## src/hdl/dpct_pkg.sv

```systemverilog
// Package for the dual prescaled counter/timer block.
// Assumes a single system clock; used by all design files under hdl/.
package dpct_pkg;

  // ********************************************************************
  // Register map (word addresses on the plain register port)
  // ********************************************************************
  localparam logic [3:0] ADDR_MODE    = 4'h0;  // Timer mode register
  localparam logic [3:0] ADDR_RELOAD0 = 4'h1;  // Counter 0 initial value
  localparam logic [3:0] ADDR_RELOAD1 = 4'h2;  // Counter 1 initial value
  localparam logic [3:0] ADDR_PRE0    = 4'h3;  // Prescaler 0 setup
  localparam logic [3:0] ADDR_PRE1    = 4'h4;  // Prescaler 1 setup
  localparam logic [3:0] ADDR_CTRL    = 4'h5;  // Start/stop/load commands
  localparam logic [3:0] ADDR_STATUS  = 4'h6;  // Sticky events, write one clears
  localparam logic [3:0] ADDR_MASK    = 4'h7;  // Interrupt mask

  // ********************************************************************
  // Field positions
  // ********************************************************************
  // Mode register
  localparam int MODE_TOUT_LO  = 0;  // Timer output select, 2 bits
  localparam int MODE_EXT_LO   = 2;  // External input use, 2 bits
  localparam int MODE_RETRIG   = 4;  // Trigger retriggerable
  localparam int MODE_CASCADE  = 5;  // Counter 0 output feeds counter 1
  localparam int MODE_T1_EXT   = 6;  // Counter 1 source external
  localparam int MODE_TOUT_EN  = 7;  // Port line drives timer output
  // Prescaler register
  localparam int PRE_DIV_LO    = 0;  // 6-bit divider, 0 means 64
  localparam int PRE_CONT      = 6;  // Continuous (modulo-n) mode
  // Control register, command bits per counter n at 2n and 2n+1
  localparam int CTRL_LOAD     = 0;  // Load initial value and enable
  localparam int CTRL_RUN      = 1;  // Level: counting enabled

  // ********************************************************************
  // Encodings and widths
  // ********************************************************************
  localparam logic [1:0] TOUT_SEL_T0  = 2'h0;
  localparam logic [1:0] TOUT_SEL_T1  = 2'h1;
  localparam logic [1:0] TOUT_SEL_CLK = 2'h2;
  localparam logic [1:0] EXT_CLOCK    = 2'h0;
  localparam logic [1:0] EXT_TRIGGER  = 2'h1;
  localparam logic [1:0] EXT_GATE     = 2'h2;
  localparam int         CNT_W        = 8;
  localparam int         PRE_W        = 6;
  localparam int         INT_DIV      = 4;   // Internal clock divided by four
  localparam logic [7:0] RESET_BYTE   = 8'h00;

endpackage : dpct_pkg

```

## src/hdl/dpct_prescaler.sv

```systemverilog
// Programmable divide-by-1..64 prescaler.
// Assumes tick_in is a one-cycle pulse in the clk_sys_in domain.
`timescale 1ns/1ps
module dpct_prescaler
  import dpct_pkg::*;
#(
  parameter int W = PRE_W
) (
  input  wire logic         clk_sys_in,
  input  wire logic         reset_n_in,
  input  wire logic         clear_in,
  input  wire logic         tick_in,
  input  wire logic [W-1:0] ratio_in,
  output logic              pulse_out
);

  logic [W-1:0] cnt_q;
  logic [W-1:0] cnt_d;
  wire          wrap;

  // ******************************************************************
  // Divider: a ratio of zero wraps at the full 2**W
  // ******************************************************************
  assign wrap      = tick_in && (cnt_q == ratio_in - W'(1));
  assign cnt_d     = clear_in ? '0 : (wrap ? '0 : cnt_q + W'(tick_in));
  assign pulse_out = wrap && !clear_in;

  // Count state, not visible to software
  always_ff @(posedge clk_sys_in) begin
    if (!reset_n_in) begin
      cnt_q <= '0;
    end else begin
      cnt_q <= cnt_d;
    end
  end

endmodule : dpct_prescaler

```

## src/hdl/dpct_counter.sv

```systemverilog
// One 8-bit down-counter with reload, single-pass and continuous modes.
// Assumes dec_in is a one-cycle pulse from the prescaler.
`timescale 1ns/1ps
module dpct_counter
  import dpct_pkg::*;
#(
  parameter int W = CNT_W
) (
  input  wire logic         clk_sys_in,
  input  wire logic         reset_n_in,
  input  wire logic         load_in,
  input  wire logic         run_in,
  input  wire logic         cont_in,
  input  wire logic         dec_in,
  input  wire logic [W-1:0] init_in,
  output logic [W-1:0]      count_out,
  output logic              eoc_out,
  output logic              running_out
);

  logic [W-1:0] count_q;
  logic [W-1:0] count_d;
  logic         run_q;
  logic         run_d;
  logic         eoc_q;
  wire          at_end;

  // ******************************************************************
  // Decrement; a load of zero counts the full 2**W steps
  // ******************************************************************
  assign at_end  = run_q && dec_in && (count_q == W'(1));
  assign count_d = load_in ? init_in :
                   at_end  ? (cont_in ? init_in : '0) :
                   (run_q && dec_in) ? count_q - W'(1) : count_q;
  // Stop keeps the count so a later start continues from it
  // The run level from the top clears one cycle after end of count; eoc_q
  // bridges that cycle so a finished single pass cannot restart by itself
  assign run_d   = load_in ? 1'b1 :
                   ((at_end || eoc_q) && !cont_in) ? 1'b0 : run_in;

  // Counter state
  always_ff @(posedge clk_sys_in) begin
    if (!reset_n_in) begin
      count_q <= '0;
      run_q   <= 1'b0;
      eoc_q   <= 1'b0;
    end else begin
      count_q <= count_d;
      run_q   <= run_d;
      eoc_q   <= at_end && !load_in;
    end
  end

  assign count_out   = count_q;
  assign eoc_out     = eoc_q;
  assign running_out = run_q;

endmodule : dpct_counter

```

## src/hdl/dpct_timers.sv

```systemverilog
// Two prescaled 8-bit counter/timers with external input and timer output.
// Assumes a plain register port in the clk_sys_in domain, synchronous pins.
// Software owns every register through a one-cycle strobe port; nothing
// here makes the master wait. The timer pin is shared: it is an input only
// while the output driver is off, so one mode write decides its direction.
// Counter interrupts are levels from sticky status bits and their mask.
`timescale 1ns/1ps
module dpct_timers
  import dpct_pkg::*;
(
  input  wire logic       clk_sys_in,
  input  wire logic       reset_n_in,
  input  wire logic [3:0] reg_addr_in,
  input  wire logic [7:0] reg_wdata_in,
  input  wire logic       reg_write_in,
  input  wire logic       reg_read_in,
  output logic [7:0]      reg_rdata_out,
  input  wire logic       port3_line6_in,
  output logic            port3_line6_out,
  output logic            port3_line6_oe_out,
  output logic            irq_t0_out,
  output logic            irq_t1_out,
  output logic            irq_out
);

  // ******************************************************************
  // Registers
  // ******************************************************************
  // Software-visible state and the flops behind the timer pin
  logic [7:0] timer_mode_reg_q;
  logic [7:0] reload0_q;
  logic [7:0] reload1_q;
  logic [7:0] pre0_q;
  logic [7:0] pre1_q;
  logic [1:0] run_q;
  logic [1:0] status_q;
  logic [1:0] status_d;
  logic [1:0] mask_q;
  logic [7:0] rdata_q;
  logic [1:0] div4_q;
  logic       ext_q;
  logic       trig_arm_q;
  logic       tout_q;
  logic       tout_d;

  // Decoded strobes, clock sources and counter results
  wire        wr_mode;
  wire        wr_ctrl;
  wire [1:0]  load_cmd;
  wire [1:0]  run_next;
  wire [1:0]  run_set;
  wire [1:0]  run_stop;
  wire        int_tick;
  wire        ext_rise;
  wire [1:0]  ext_sel;
  wire        ext_used;
  wire        t1_src_tick;
  wire        t1_tick;
  wire        trig_ok;
  wire        trig_mode;
  wire        pre0_pulse;
  wire        pre1_pulse;
  wire [7:0]  count0;
  wire [7:0]  count1;
  wire        eoc0;
  wire        eoc1;
  wire        running0;
  wire        running1;
  wire [1:0]  eoc;
  wire [7:0]  rd_mux;

  // Address match, used for every write target
  // and the read select, kept in one place so both decode alike
  function automatic logic hit(input logic [3:0] a, input logic [3:0] want);
    hit = (a == want);
  endfunction : hit

  // ******************************************************************
  // Write decode and commands
  // ******************************************************************
  assign wr_mode  = reg_write_in && hit(reg_addr_in, ADDR_MODE);
  assign wr_ctrl  = reg_write_in && hit(reg_addr_in, ADDR_CTRL);
  // Load bits are pulses; run bits are levels kept in run_q. A control
  // write with a run bit clear and its load bit clear stops that counter but keeps its count.
  assign load_cmd = wr_ctrl ? {reg_wdata_in[2+CTRL_LOAD], reg_wdata_in[CTRL_LOAD]} : 2'b00;
  assign run_next = wr_ctrl ? {reg_wdata_in[2+CTRL_RUN], reg_wdata_in[CTRL_RUN]} : run_q;

  // Configuration registers
  // Reload values only take effect at the next load or automatic reload
  always_ff @(posedge clk_sys_in) begin
    if (!reset_n_in) begin
      timer_mode_reg_q <= RESET_BYTE;
      reload0_q        <= RESET_BYTE;
      reload1_q        <= RESET_BYTE;
      pre0_q           <= RESET_BYTE;
      pre1_q           <= RESET_BYTE;
      mask_q           <= 2'b00;
    end else if (reg_write_in) begin
      if (hit(reg_addr_in, ADDR_MODE))    timer_mode_reg_q <= reg_wdata_in;
      if (hit(reg_addr_in, ADDR_RELOAD0)) reload0_q        <= reg_wdata_in;
      if (hit(reg_addr_in, ADDR_RELOAD1)) reload1_q        <= reg_wdata_in;
      if (hit(reg_addr_in, ADDR_PRE0))    pre0_q           <= reg_wdata_in;
      if (hit(reg_addr_in, ADDR_PRE1))    pre1_q           <= reg_wdata_in;
      if (hit(reg_addr_in, ADDR_MASK))    mask_q           <= reg_wdata_in[1:0];
    end
  end

  // Run levels: a load or an accepted trigger sets them, a single pass that
  // ends clears them. Both must agree with the counter's own run flag,
  // or the counter would be started again by a stale level.
  assign run_set  = {load_cmd[1] || trig_arm_q, load_cmd[0]};
  assign run_stop = {eoc1 && !pre1_q[PRE_CONT], eoc0 && !pre0_q[PRE_CONT]};

  // Run level register
  always_ff @(posedge clk_sys_in) begin
    if (!reset_n_in) begin
      run_q <= 2'b00;
    end else begin
      run_q <= (run_next & ~run_stop) | run_set;
    end
  end

  // ******************************************************************
  // Clock sources
  // ******************************************************************
  // Internal source is the system clock divided by four
  // Free running: a started counter may wait up to four cycles for a tick
  assign int_tick = (div4_q == 2'(INT_DIV - 1));
  // Port line is input only while the output driver is off
  assign ext_used = !timer_mode_reg_q[MODE_TOUT_EN];
  assign ext_rise = ext_used && port3_line6_in && !ext_q;
  assign ext_sel  = timer_mode_reg_q[MODE_EXT_LO +: 2];

  // Edge detect and trigger arming; inputs are synchronous already.
  // The edge register resets to the released, pulled-up pin level so that
  // leaving reset with the line idle high is not taken for a rising edge.
  always_ff @(posedge clk_sys_in) begin
    if (!reset_n_in) begin
      div4_q     <= 2'b00;
      ext_q      <= 1'b1;
      trig_arm_q <= 1'b0;
    end else begin
      div4_q     <= div4_q + 2'b01;
      ext_q      <= port3_line6_in;
      // Non-retriggerable trigger is ignored while counter 1 runs
      trig_arm_q <= ext_rise && trig_ok;
    end
  end

  // Edges only arm the trigger in trigger mode; in clock or gate mode an
  // edge that also reloaded counter 1 would stop it from ever counting down.
  assign trig_mode = timer_mode_reg_q[MODE_T1_EXT] && (ext_sel == EXT_TRIGGER);
  assign trig_ok   = trig_mode && (timer_mode_reg_q[MODE_RETRIG] || !running1);
  // External modes: clock counts edges, gate qualifies internal ticks
  assign t1_src_tick = !timer_mode_reg_q[MODE_T1_EXT] ? int_tick :
                       (ext_sel == EXT_CLOCK) ? ext_rise :
                       (ext_sel == EXT_GATE)  ? (int_tick && port3_line6_in && ext_used) :
                       int_tick;
  // Cascade takes counter 0 end of count as the tick
  // through prescaler 1, so its ratio still divides the chained count
  assign t1_tick = timer_mode_reg_q[MODE_CASCADE] ? eoc0 : t1_src_tick;

  // ******************************************************************
  // Prescalers and counters
  // ******************************************************************
  // Loading a counter also clears its prescaler, so the first decrement
  // after a load comes a full prescaler period later, never a stray early one.
  dpct_prescaler #(.W(PRE_W)) u_pre0 (
    .clk_sys_in (clk_sys_in),
    .reset_n_in (reset_n_in),
    .clear_in   (load_cmd[0]),
    .tick_in    (int_tick),
    .ratio_in   (pre0_q[PRE_DIV_LO +: PRE_W]),
    .pulse_out  (pre0_pulse)
  );

  dpct_prescaler #(.W(PRE_W)) u_pre1 (
    .clk_sys_in (clk_sys_in),
    .reset_n_in (reset_n_in),
    .clear_in   (load_cmd[1] || trig_arm_q),
    .tick_in    (t1_tick),
    .ratio_in   (pre1_q[PRE_DIV_LO +: PRE_W]),
    .pulse_out  (pre1_pulse)
  );

  dpct_counter #(.W(CNT_W)) u_cnt0 (
    .clk_sys_in  (clk_sys_in),
    .reset_n_in  (reset_n_in),
    .load_in     (load_cmd[0]),
    .run_in      (run_next[0]),
    .cont_in     (pre0_q[PRE_CONT]),
    .dec_in      (pre0_pulse),
    .init_in     (reload0_q),
    .count_out   (count0),
    .eoc_out     (eoc0),
    .running_out (running0)
  );

  // Trigger mode: an accepted edge reloads and starts counter 1
  // and clears prescaler 1 with it, so the count starts from a clean period
  dpct_counter #(.W(CNT_W)) u_cnt1 (
    .clk_sys_in  (clk_sys_in),
    .reset_n_in  (reset_n_in),
    .load_in     (load_cmd[1] || trig_arm_q),
    .run_in      (run_next[1]),
    .cont_in     (pre1_q[PRE_CONT]),
    .dec_in      (pre1_pulse),
    .init_in     (reload1_q),
    .count_out   (count1),
    .eoc_out     (eoc1),
    .running_out (running1)
  );

  // ******************************************************************
  // Interrupts: sticky, write one to clear, set wins over clear
  // ******************************************************************
  // A clear written in the same cycle as a new end of count loses, so
  // software never misses an event it had not yet seen.
  assign eoc      = {eoc1, eoc0};
  assign status_d = (status_q & ~((reg_write_in && hit(reg_addr_in, ADDR_STATUS))
                    ? reg_wdata_in[1:0] : 2'b00)) | eoc;

  // Status flags
  always_ff @(posedge clk_sys_in) begin
    if (!reset_n_in) begin
      status_q <= 2'b00;
    end else begin
      status_q <= status_d;
    end
  end

  assign irq_t0_out = status_q[0] && mask_q[0];
  assign irq_t1_out = status_q[1] && mask_q[1];
  assign irq_out    = irq_t0_out || irq_t1_out;

  // ******************************************************************
  // Timer output line
  // ******************************************************************
  // Counter outputs toggle at each end of count, a square wave at half the
  // end-of-count rate; the clock choice shows the divide-by-four phase, so
  // the pin never carries the full system clock.
  always_ff @(posedge clk_sys_in) begin
    if (!reset_n_in) begin
      tout_q <= 1'b0;
    end else begin
      tout_q <= tout_d;
    end
  end

  // Any other select code parks the line low
  assign tout_d = (timer_mode_reg_q[MODE_TOUT_LO +: 2] == TOUT_SEL_T0)  ? tout_q ^ eoc0 :
                  (timer_mode_reg_q[MODE_TOUT_LO +: 2] == TOUT_SEL_T1)  ? tout_q ^ eoc1 :
                  (timer_mode_reg_q[MODE_TOUT_LO +: 2] == TOUT_SEL_CLK) ? div4_q[1] :
                  1'b0;
  assign port3_line6_out    = tout_q;
  assign port3_line6_oe_out = timer_mode_reg_q[MODE_TOUT_EN];

  // ******************************************************************
  // Read path: counts read live, prescalers never
  // ******************************************************************
  // Reload addresses read back the live count, not the value written; a
  // read never touches count or mode, so polling is always safe.
  assign rd_mux = hit(reg_addr_in, ADDR_MODE)    ? timer_mode_reg_q :
                  hit(reg_addr_in, ADDR_RELOAD0) ? count0 :
                  hit(reg_addr_in, ADDR_RELOAD1) ? count1 :
                  hit(reg_addr_in, ADDR_CTRL)    ? {4'h0, running1, 1'b0, running0, 1'b0} :
                  hit(reg_addr_in, ADDR_STATUS)  ? {6'h00, status_q} :
                  hit(reg_addr_in, ADDR_MASK)    ? {6'h00, mask_q} :
                  8'h00;

  // Read data stand only in the cycle after the strobe
  // and return to zero, so a stale byte can never be taken twice
  always_ff @(posedge clk_sys_in) begin
    if (!reset_n_in) begin
      rdata_q <= RESET_BYTE;
    end else begin
      rdata_q <= reg_read_in ? rd_mux : RESET_BYTE;
    end
  end

  assign reg_rdata_out = rdata_q;

endmodule : dpct_timers

```

## config.mk

```make
export PLATFORM = sky130hd
export DESIGN_NAME = dpct_timers
export DESIGN_NICKNAME = d
export VERILOG_FILES = /design/src/hdl/dpct_pkg.sv /design/src/hdl/dpct_prescaler.sv /design/src/hdl/dpct_counter.sv /design/src/hdl/dpct_timers.sv
export SDC_FILE = /design/constraint.sdc
export NUM_CORES = 1
export LEC_CHECK = 0
export BUFFER_PORTS_ARGS = -buffer_cell sky130_fd_sc_hd__buf_2
export CORE_MARGIN = 2
export CORE_UTILIZATION = 60
export CTS_CLUSTER_SIZE = 20
export DETAILED_ROUTE_END_ITERATION = 10
export HOLD_SLACK_MARGIN = 0.15
export PLACE_DENSITY = 0.88
export SYNTH_ARGS = -nofsm -noshare
export SYNTH_HDL_FRONTEND = slang
export SYNTH_SLANG_ARGS = --single-unit
```

## constraint.sdc

```tcl
create_clock -name clk_sys_in -period 6.8 [get_ports clk_sys_in]
set_input_delay 0.68 -clock clk_sys_in [delete_from_list [all_inputs] [get_ports clk_sys_in]]
set_output_delay 0.68 -clock clk_sys_in [all_outputs]
set_load 0.02 [all_outputs]
```

# Word level (Yosys, flattened, before mapping)
# Cells that the tools add are included.
[op_classes]
addsub = 7
eq_ne = 16
n_mux = 28
bitwise = 9
reduce_logical = 51
[op_table]
columns = ["cell", "n"]
rows = [
  ["$mux W8", 11],
  ["$logic_and A1 B1 Y1", 25],
  ["$eq A4 B3 Y1 const B", 4],
  ["$eq A8 B1 Y1 const B", 2],
  ["$sub A8 B1 Y8 const B", 2],
  ["$reduce_and A2 Y1", 7],
  ["$add A6 B1 Y6", 2],
  ["$eq A6 B6 Y1", 2],
  ["$sub A6 B1 Y6 const B", 2],
  ["$mux W1", 11],
  ["$mux W2", 5],
  ["$eq A4 B2 Y1 const B", 2],
  ["$logic_not A1 Y1", 7],
  ["$eq A2 B2 Y1 const B", 3],
  ["$reduce_bool A3 Y1", 2],
  ["$reduce_or A3 Y1", 2],
  ["$logic_or A1 B1 Y1", 5],
  ["$and A2 B2 Y2", 2],
  ["$eq A2 B1 Y1 const B", 2],
  ["$eq A4 B1 Y1 const B", 1],
  ["$logic_not A2 Y1", 2],
  ["$logic_not A4 Y1", 1],
  ["$mux W4", 1],
  ["$not A2 Y2", 2],
  ["4 further kinds", 6],
]
[word_totals]
reg_bits = 89
in_bits = 17
elab_cells = 132

# Longest topological paths before layout
[logic_depth]
word_depth = 15
depth_mapped = 9

# Hierarchy
# From an unflattened synthesis, not the netlist that was laid out.
[unflattened]
hier_cells = 536
hier_area_um2 = 4509.3
[by_module_without_submodules]
columns = ["mod", "n_inst", "cells_per_inst", "area_per_inst_um2", "seq_area_each_um2"]
rows = [
  ["dpct_timers", 1, 294, 2414.8, 1141.1],
  ["dpct_counter", 2, 75, 618.1, 200.2],
  ["dpct_prescaler", 2, 46, 429.2, 120.1],
]

# Least setup slack after synthesis
# OpenSTA, ideal clock, no wires.
[synth_path]
path_kind = "input to register"
startpoint = "in reg_addr_in[2]"
endpoint = "reg u_pre1.cnt_q[2]"
setup_time_ns = 0.064
arrival_time_ns = 2.360
required_time_ns = 6.736
path_slack_ns = 4.376
cell_stages = 8
cell_sequence = "clkbuf_1 -> and3b_1 -> clkbuf_1 -> a31oi_1 -> nand2_1 -> or2_2 -> clkbuf_1 -> nor2_1"
[synth_between]
elab_chain_cells = 5
[synth_lines]
columns = ["item", "line_no", "text"]
rows = [
  ["start: declaration", "dpct_timers.sv:13", "input wire logic [3:0] reg_addr_in,"],
  ["$eq A4 B3 Y1", "dpct_timers.sv:75", "hit = (a == want);"],
  ["$logic_and A1 B1 Y1", "dpct_timers.sv:82", "assign wr_ctrl = reg_write_in && hit(reg_addr_in, ADDR_CTRL);"],
  ["$mux W2", "dpct_timers.sv:85", "assign load_cmd = wr_ctrl ? {reg_wdata_in[2+CTRL_LOAD], reg_wdata_in[CTRL_LOAD]} : 2'b00;"],
  ["$logic_or A1 B1 Y1", "dpct_timers.sv:180", ".clear_in (load_cmd[1] || trig_arm_q),"],
  ["$reduce_or A3 Y1 (no line)", "-", ""],
  ["end signal: assignment", "dpct_prescaler.sv:33", "cnt_q <= cnt_d;"],
  ["end: declaration", "dpct_prescaler.sv:17", "logic [W-1:0] cnt_q;"],
]
# No other way between the ends.
# A chain may end at the register's enable or synchronous reset.

# Worst setup path after layout
[layout_path]
startpoint = "reg pre1_q[0]"
endpoint = "reg u_cnt1.count_q[3], in the netlist u_cnt1.count_out[3]"
[layout_between]
elab_chain_cells = 8
word_cells_on_any_way = 9
[layout_lines]
columns = ["item", "line_no", "text"]
rows = [
  ["start: declaration", "dpct_timers.sv:34", "logic [7:0] pre1_q;"],
  ["start signal: assignment", "dpct_timers.sv:103", "if (hit(reg_addr_in, ADDR_PRE1)) pre1_q <= reg_wdata_in;"],
  ["$sub A6 B1 Y6 (*)", "dpct_prescaler.sv:24", "assign wrap = tick_in && (cnt_q == ratio_in - W'(1));"],
  ["$eq A6 B6 Y1 (*)", "dpct_prescaler.sv:24", ""],
  ["$logic_and A1 B1 Y1 (*)", "dpct_prescaler.sv:24", ""],
  ["$logic_and A1 B1 Y1 (*)", "dpct_prescaler.sv:26", "assign pulse_out = wrap && !clear_in;"],
  ["$logic_and A1 B1 Y1 (*)", "dpct_counter.sv:31, dpct_counter.sv:34", ""],
  ["$logic_and A1 B1 Y1", "dpct_counter.sv:31", "assign at_end = run_q && dec_in && (count_q == W'(1));"],
  ["$mux W8", "dpct_counter.sv:33", "at_end ? (cont_in ? init_in : '0) :"],
  ["$mux W8", "dpct_counter.sv:32", "assign count_d = load_in ? init_in :"],
  ["end signal: assignment", "dpct_counter.sv:48", "count_q <= count_d;"],
  ["end: declaration", "dpct_counter.sv:21", "logic [W-1:0] count_q;"],
]
# Every way passes the cells marked *; elsewhere a longest branch is shown, timed or not.

==> impl_metrics.prom <==
# TYPE chip_impl_metric gauge
chip_impl_metric{name="clk_path_buf_depth",unit=""} 2
chip_impl_metric{name="die_height",unit="microns"} 91.5
chip_impl_metric{name="synthesized_area_fraction_occupied_by_adder_cells",unit="%"} 3.00
chip_impl_metric{name="floorplan.initialDensity",unit="%"} 62.6
chip_impl_metric{name="tns",unit="ns"} 0
chip_impl_metric{name="route.detailed.drc",unit=""} 0
chip_impl_info{name="worst_path_max_delay_cell",value="sky130_fd_sc_hd__a2111oi_4"} 1
chip_impl_metric{name="drt-wirelength-per-cell",unit="microns"} 18.2
chip_impl_metric{name="power_frac_clock",unit="%"} 41.4
chip_impl_metric{name="synth.cell_area",unit="sq um"} 4590
chip_impl_info{name="grt_setup_unrepaired",value="no"} 1
chip_impl_metric{name="detail_route.wirelength",unit="mm"} 12.4
chip_impl_metric{name="power_per_unit_of_standard_cell_area",unit="nW/um^2"} 206
chip_impl_metric{name="ys_async_sr_fraction",unit="%"} 0
chip_impl_metric{name="antenna_violating_nets_post_route",unit=""} 0
chip_impl_info{name="cts_tree",value="yes"} 1
chip_impl_metric{name="drive_above_1_share",unit="%"} 11.3
chip_impl_metric{name="grt_max_degree",unit=""} 56
chip_impl_metric{name="hold_viol_final",unit=""} 0
chip_impl_metric{name="mappedNetlistNets",unit=""} 597
chip_impl_metric{name="numCtsBuffers",unit=""} 9
chip_impl_metric{name="cts_hold_buf",unit=""} 0
chip_impl_metric{name="post_synth_and_or_nand_nor_area_fraction",unit="%"} 24.2
chip_impl_metric{name="cp_data_arrival_time",unit="ns"} 3.25
chip_impl_metric{name="final_cells",unit=""} 681
chip_impl_metric{name="total_of_cells_resized_after_clock_tree_synthesis",unit=""} 0
chip_impl_metric{name="ir_drop",unit="mV"} 0.157
chip_impl_info{name="crit_chain",value="inv_1, ha_1, o21ba_2, a22oi_1, o2111ai_1, a2111oi_4, a31oi_1, o31a_1"} 1
chip_impl_metric{name="synth_mux_area_share",unit="%"} 5.53
chip_impl_metric{name="path_max_fanout",unit=""} 16
chip_impl_metric{name="finish.net_count",unit=""} 605
chip_impl_info{name="post_synth_top_cells",value="sky130_fd_sc_hd__dfxtp_1 (89), sky130_fd_sc_hd__nor2_1 (63), sky130_fd_sc_hd__nand2_1 (55)"} 1
chip_impl_metric{name="gpl.final_weighted_congestion",unit=""} 0.986
chip_impl_info{name="synth_top_cell_by_area",value="sky130_fd_sc_hd__dfxtp_1"} 1
chip_impl_metric{name="cap_violations",unit=""} 0
chip_impl_metric{name="synth-xor-area-share",unit="%"} 4.20
chip_impl_metric{name="placement.io_buffers",unit=""} 29
chip_impl_info{name="kind_of_start_point_of_the_critical_path",value="flip-flop"} 1
chip_impl_info{name="ys_top_cells_by_area",value="sky130_fd_sc_hd__dfxtp_1 (39%), sky130_fd_sc_hd__nor2_1 (5.2%), sky130_fd_sc_hd__a21oi_1 (5.1%)"} 1
chip_impl_metric{name="worst_setup_hold_path_clk_slew",unit="ns"} 0.10
chip_impl_metric{name="grt.total_usage",unit="%"} 30.3
chip_impl_metric{name="timing.critical_path.slowest_cell_delay",unit="ns"} 0.92
chip_impl_metric{name="synthDominantCellAreaShare",unit="%"} 38.8
chip_impl_metric{name="floorplan.die.width",unit="microns"} 91.5
chip_impl_metric{name="drt-pass1-iter-count",unit=""} 6
chip_impl_metric{name="register_bit_total_from_synthesis",unit=""} 89
chip_impl_metric{name="p_int",unit="mW"} 0.777
chip_impl_metric{name="p_comb_share",unit="%"} 6.5
chip_impl_metric{name="power.static_leakage",unit="nW"} 1.94
chip_impl_metric{name="yosysWarningCount",unit=""} 0
chip_impl_info{name="clk_root_buffer_cell",value="sky130_fd_sc_hd__clkbuf_8"} 1
chip_impl_metric{name="synth_enable_flop_cells",unit=""} 0
chip_impl_metric{name="top_level_ports",unit=""} 30
chip_impl_metric{name="grt_pass1_vias",unit=""} 4129
chip_impl_info{name="synth_top_family_by_area",value="simple AND/OR/NAND/NOR gates"} 1
chip_impl_metric{name="tightest_slew",unit="ns"} 0.989
chip_impl_metric{name="power.switching",unit="mW"} 0.247
chip_impl_metric{name="drt-initial-drc-count",unit=""} 572
chip_impl_metric{name="syn_avg_cell_area",unit="sq um"} 8.07
chip_impl_info{name="timing.critical_path.to_type",value="flip-flop"} 1
chip_impl_metric{name="numPlacedInstances",unit=""} 665
chip_impl_metric{name="timing.final.max_slew_violations",unit=""} 0
chip_impl_metric{name="nFillCells",unit=""} 578
chip_impl_metric{name="core_area",unit="sq um"} 7330
chip_impl_metric{name="synth_cells",unit=""} 569
chip_impl_metric{name="seqPwrFrac",unit="%"} 52.1
chip_impl_metric{name="layout-area-overhead-vs-synth",unit="%"} 8.56
chip_impl_info{name="synth_ff_type",value="sky130_fd_sc_hd__dfxtp_1"} 1
chip_impl_metric{name="n_antenna_cell",unit=""} 0
chip_impl_metric{name="min_period",unit="ns"} 3.00
chip_impl_metric{name="clock_skew",unit="ns"} 0.0127
chip_impl_info{name="yosys.cell_count.top_type",value="sky130_fd_sc_hd__dfxtp_1"} 1
chip_impl_metric{name="cts_post_setup_buffers_inserted",unit=""} 0
chip_impl_info{name="result_of_the_run",value="finished clean"} 1
chip_impl_metric{name="dp_hpwl",unit="mm"} 8.56
chip_impl_metric{name="drt-vias-per-instance",unit=""} 6.41
chip_impl_metric{name="synth_sequential_area_ratio",unit="%"} 38.8
chip_impl_metric{name="design.die.area",unit="sq um"} 8370
chip_impl_metric{name="wire_length_of_the_first_global_routing_pass",unit="mm"} 20.3
chip_impl_metric{name="hold_slack",unit="ns"} 0.469
chip_impl_metric{name="layout_worst_path_cycle_share",unit="%"} 44.2
chip_impl_metric{name="setup_viol",unit=""} 0
chip_impl_info{name="hold_path_class",value="reg -> reg"} 1
chip_impl_metric{name="synth-compound-area-share",unit="%"} 19.1
chip_impl_metric{name="num_vias",unit=""} 4368
chip_impl_metric{name="clock_sink_count",unit=""} 89
chip_impl_metric{name="grt_antenna_before_repair",unit=""} 0
chip_impl_metric{name="ctsHtreeMaxLevel",unit=""} 3
chip_impl_metric{name="placementRows",unit=""} 31
chip_impl_info{name="setup_crit_path_kind",value="reg -> reg"} 1
chip_impl_metric{name="clk_latency",unit="ns"} 0.36
chip_impl_metric{name="timing.fmax",unit="MHz"} 333
chip_impl_metric{name="power.share.switching",unit="%"} 24.1
chip_impl_metric{name="cp.required",unit="ns"} 7.05
chip_impl_metric{name="gr-total-overflow",unit=""} 0
chip_impl_metric{name="yosysUniqueCellTypes",unit=""} 61
chip_impl_metric{name="slew_headroom",unit="%"} 33.9
metrics by stage:
step	worst slack, ns	power [mW]	area (sq um)	util, %
floorplan	4.38	0.587	4590	-
global placement	3.86	0.606	4750	64.8
detailed placement	3.69	0.609	4750	64.8
CTS	3.84	1.02	4980	68.0
global route	3.64	1.05	4980	68.0
finish	3.80	1.02	4980	68.0
registers in the layout, summed over array words and instances, names as in the netlist:
name and cells:
u_pre0.cnt_q 6, reload0_q 8, pre1_q 7, u_pre1.cnt_q 6
u_cnt1.eoc_out 1, u_cnt0.running_out 1, reg_rdata_out 8, port3_line6_out 1
pre0_q 7, div4_q 2, status_q 2, trig_arm_q 1
u_cnt0.count_out 8, run_q 2, u_cnt1.running_out 1, u_cnt1.count_out 8
reload1_q 8, timer_mode_reg_q 8, u_cnt0.eoc_out 1, ext_q 1
mask_q 2
final cells by class:
| class | instances | area (sq um) | area share, % |
|---|---|---|---|
| flip-flops and latches | 89 | 1780 | 35.8 |
| repair buffers | 31 | 160 | 3.21 |
| multi-input cells | 418 | 2580 | 51.7 |
| inverters | 28 | 105 | 2.11 |
| clock buffers | 11 | 151 | 3.04 |
| well taps | 99 | 124 | 2.49 |
| clock inverters | 5 | 85.1 | 1.71 |
layout by cell type, fill, tap and decap left out, drive strengths merged, types with 3 or more instances in the layout:
master,synthesis,layout
a31oi,15,15
a211o,5,5
mux2i,22,22
nand3,40,40
o31ai,5,5
nand2,55,55
xor2,12,12
clkbuf,31,11
ha,11,11
nand2b,3,3
buf,3,31
dfxtp,89,89
mux2,3,3
xnor2,10,10
o31a,3,3
o221ai,3,3
and3,11,11
a21o,4,4
nor4,6,6
a31o,5,5
a21oi,47,47
and2,11,11
nor2,63,63
o211ai,5,5
o21ai,17,17
nor3,15,15
nor2b,3,3
inv,28,30
nor3b,4,4
nand4,6,6
a21boi,3,3
worst paths after layout:
path,from,to,slack [ns],cells after the start
setup / recovery,pre1_q[0]$_SDFFE_PN0P_,u_cnt1.count_out[3]$_SDFFE_PN0P_,3.80,8
hold / removal,div4_q[0]$_SDFF_PN0_,div4_q[0]$_SDFF_PN0_,0.47,1
hold reg to reg,div4_q[0]$_SDFF_PN0_,div4_q[0]$_SDFF_PN0_,0.47,1
setup reg to reg,pre1_q[0]$_SDFFE_PN0P_,u_cnt1.count_out[3]$_SDFFE_PN0P_,3.80,8
power groups by stage:
stage | Clock [mW] | Combinational, mW | Sequential (mW)
finish | 0.424 | 0.0665 | 0.533
global route | 0.444 | 0.0724 | 0.534
CTS | 0.424 | 0.0643 | 0.533
detailed placement | 0 | 0.0636 | 0.545
global placement | 0 | 0.0614 | 0.545
floorplan | 0 | 0.0430 | 0.544
routing by layer:
layer | routed length (microns) | vias up | track usage (%)
li1 | - | 2025 | -
met1 | 5110 | 1995 | 39.5
met2 | 5660 | 300 | 47.6
met3 | 1200 | 48 | 6.64
met4 | 455 | 0 | 14.4
met5 | 0 | - | 0
critical path, delay by kind of cell (launching register included):
| kind | cells | cell delay, ns |
|---|---|---|
| DFF | 1 | 0.44 |
| buffers and inverters | 1 | 0.07 |
| adders and majority gates | 1 | 0.25 |
| AOI/OAI and AO/OA | 6 | 2.13 |
cells by family after synthesis:
| family | Yosys count |
|---|---|
| AND/OR/NAND/NOR | 230 |
| AO/OA/AOI/OAI | 130 |
| XOR/XNOR | 22 |
| flip-flops | 89 |
| adder cells (fa/ha/maj) | 11 |
| buffers and inverters | 62 |
| multiplexers | 25 |
Power figures use the tool's default switching activity.
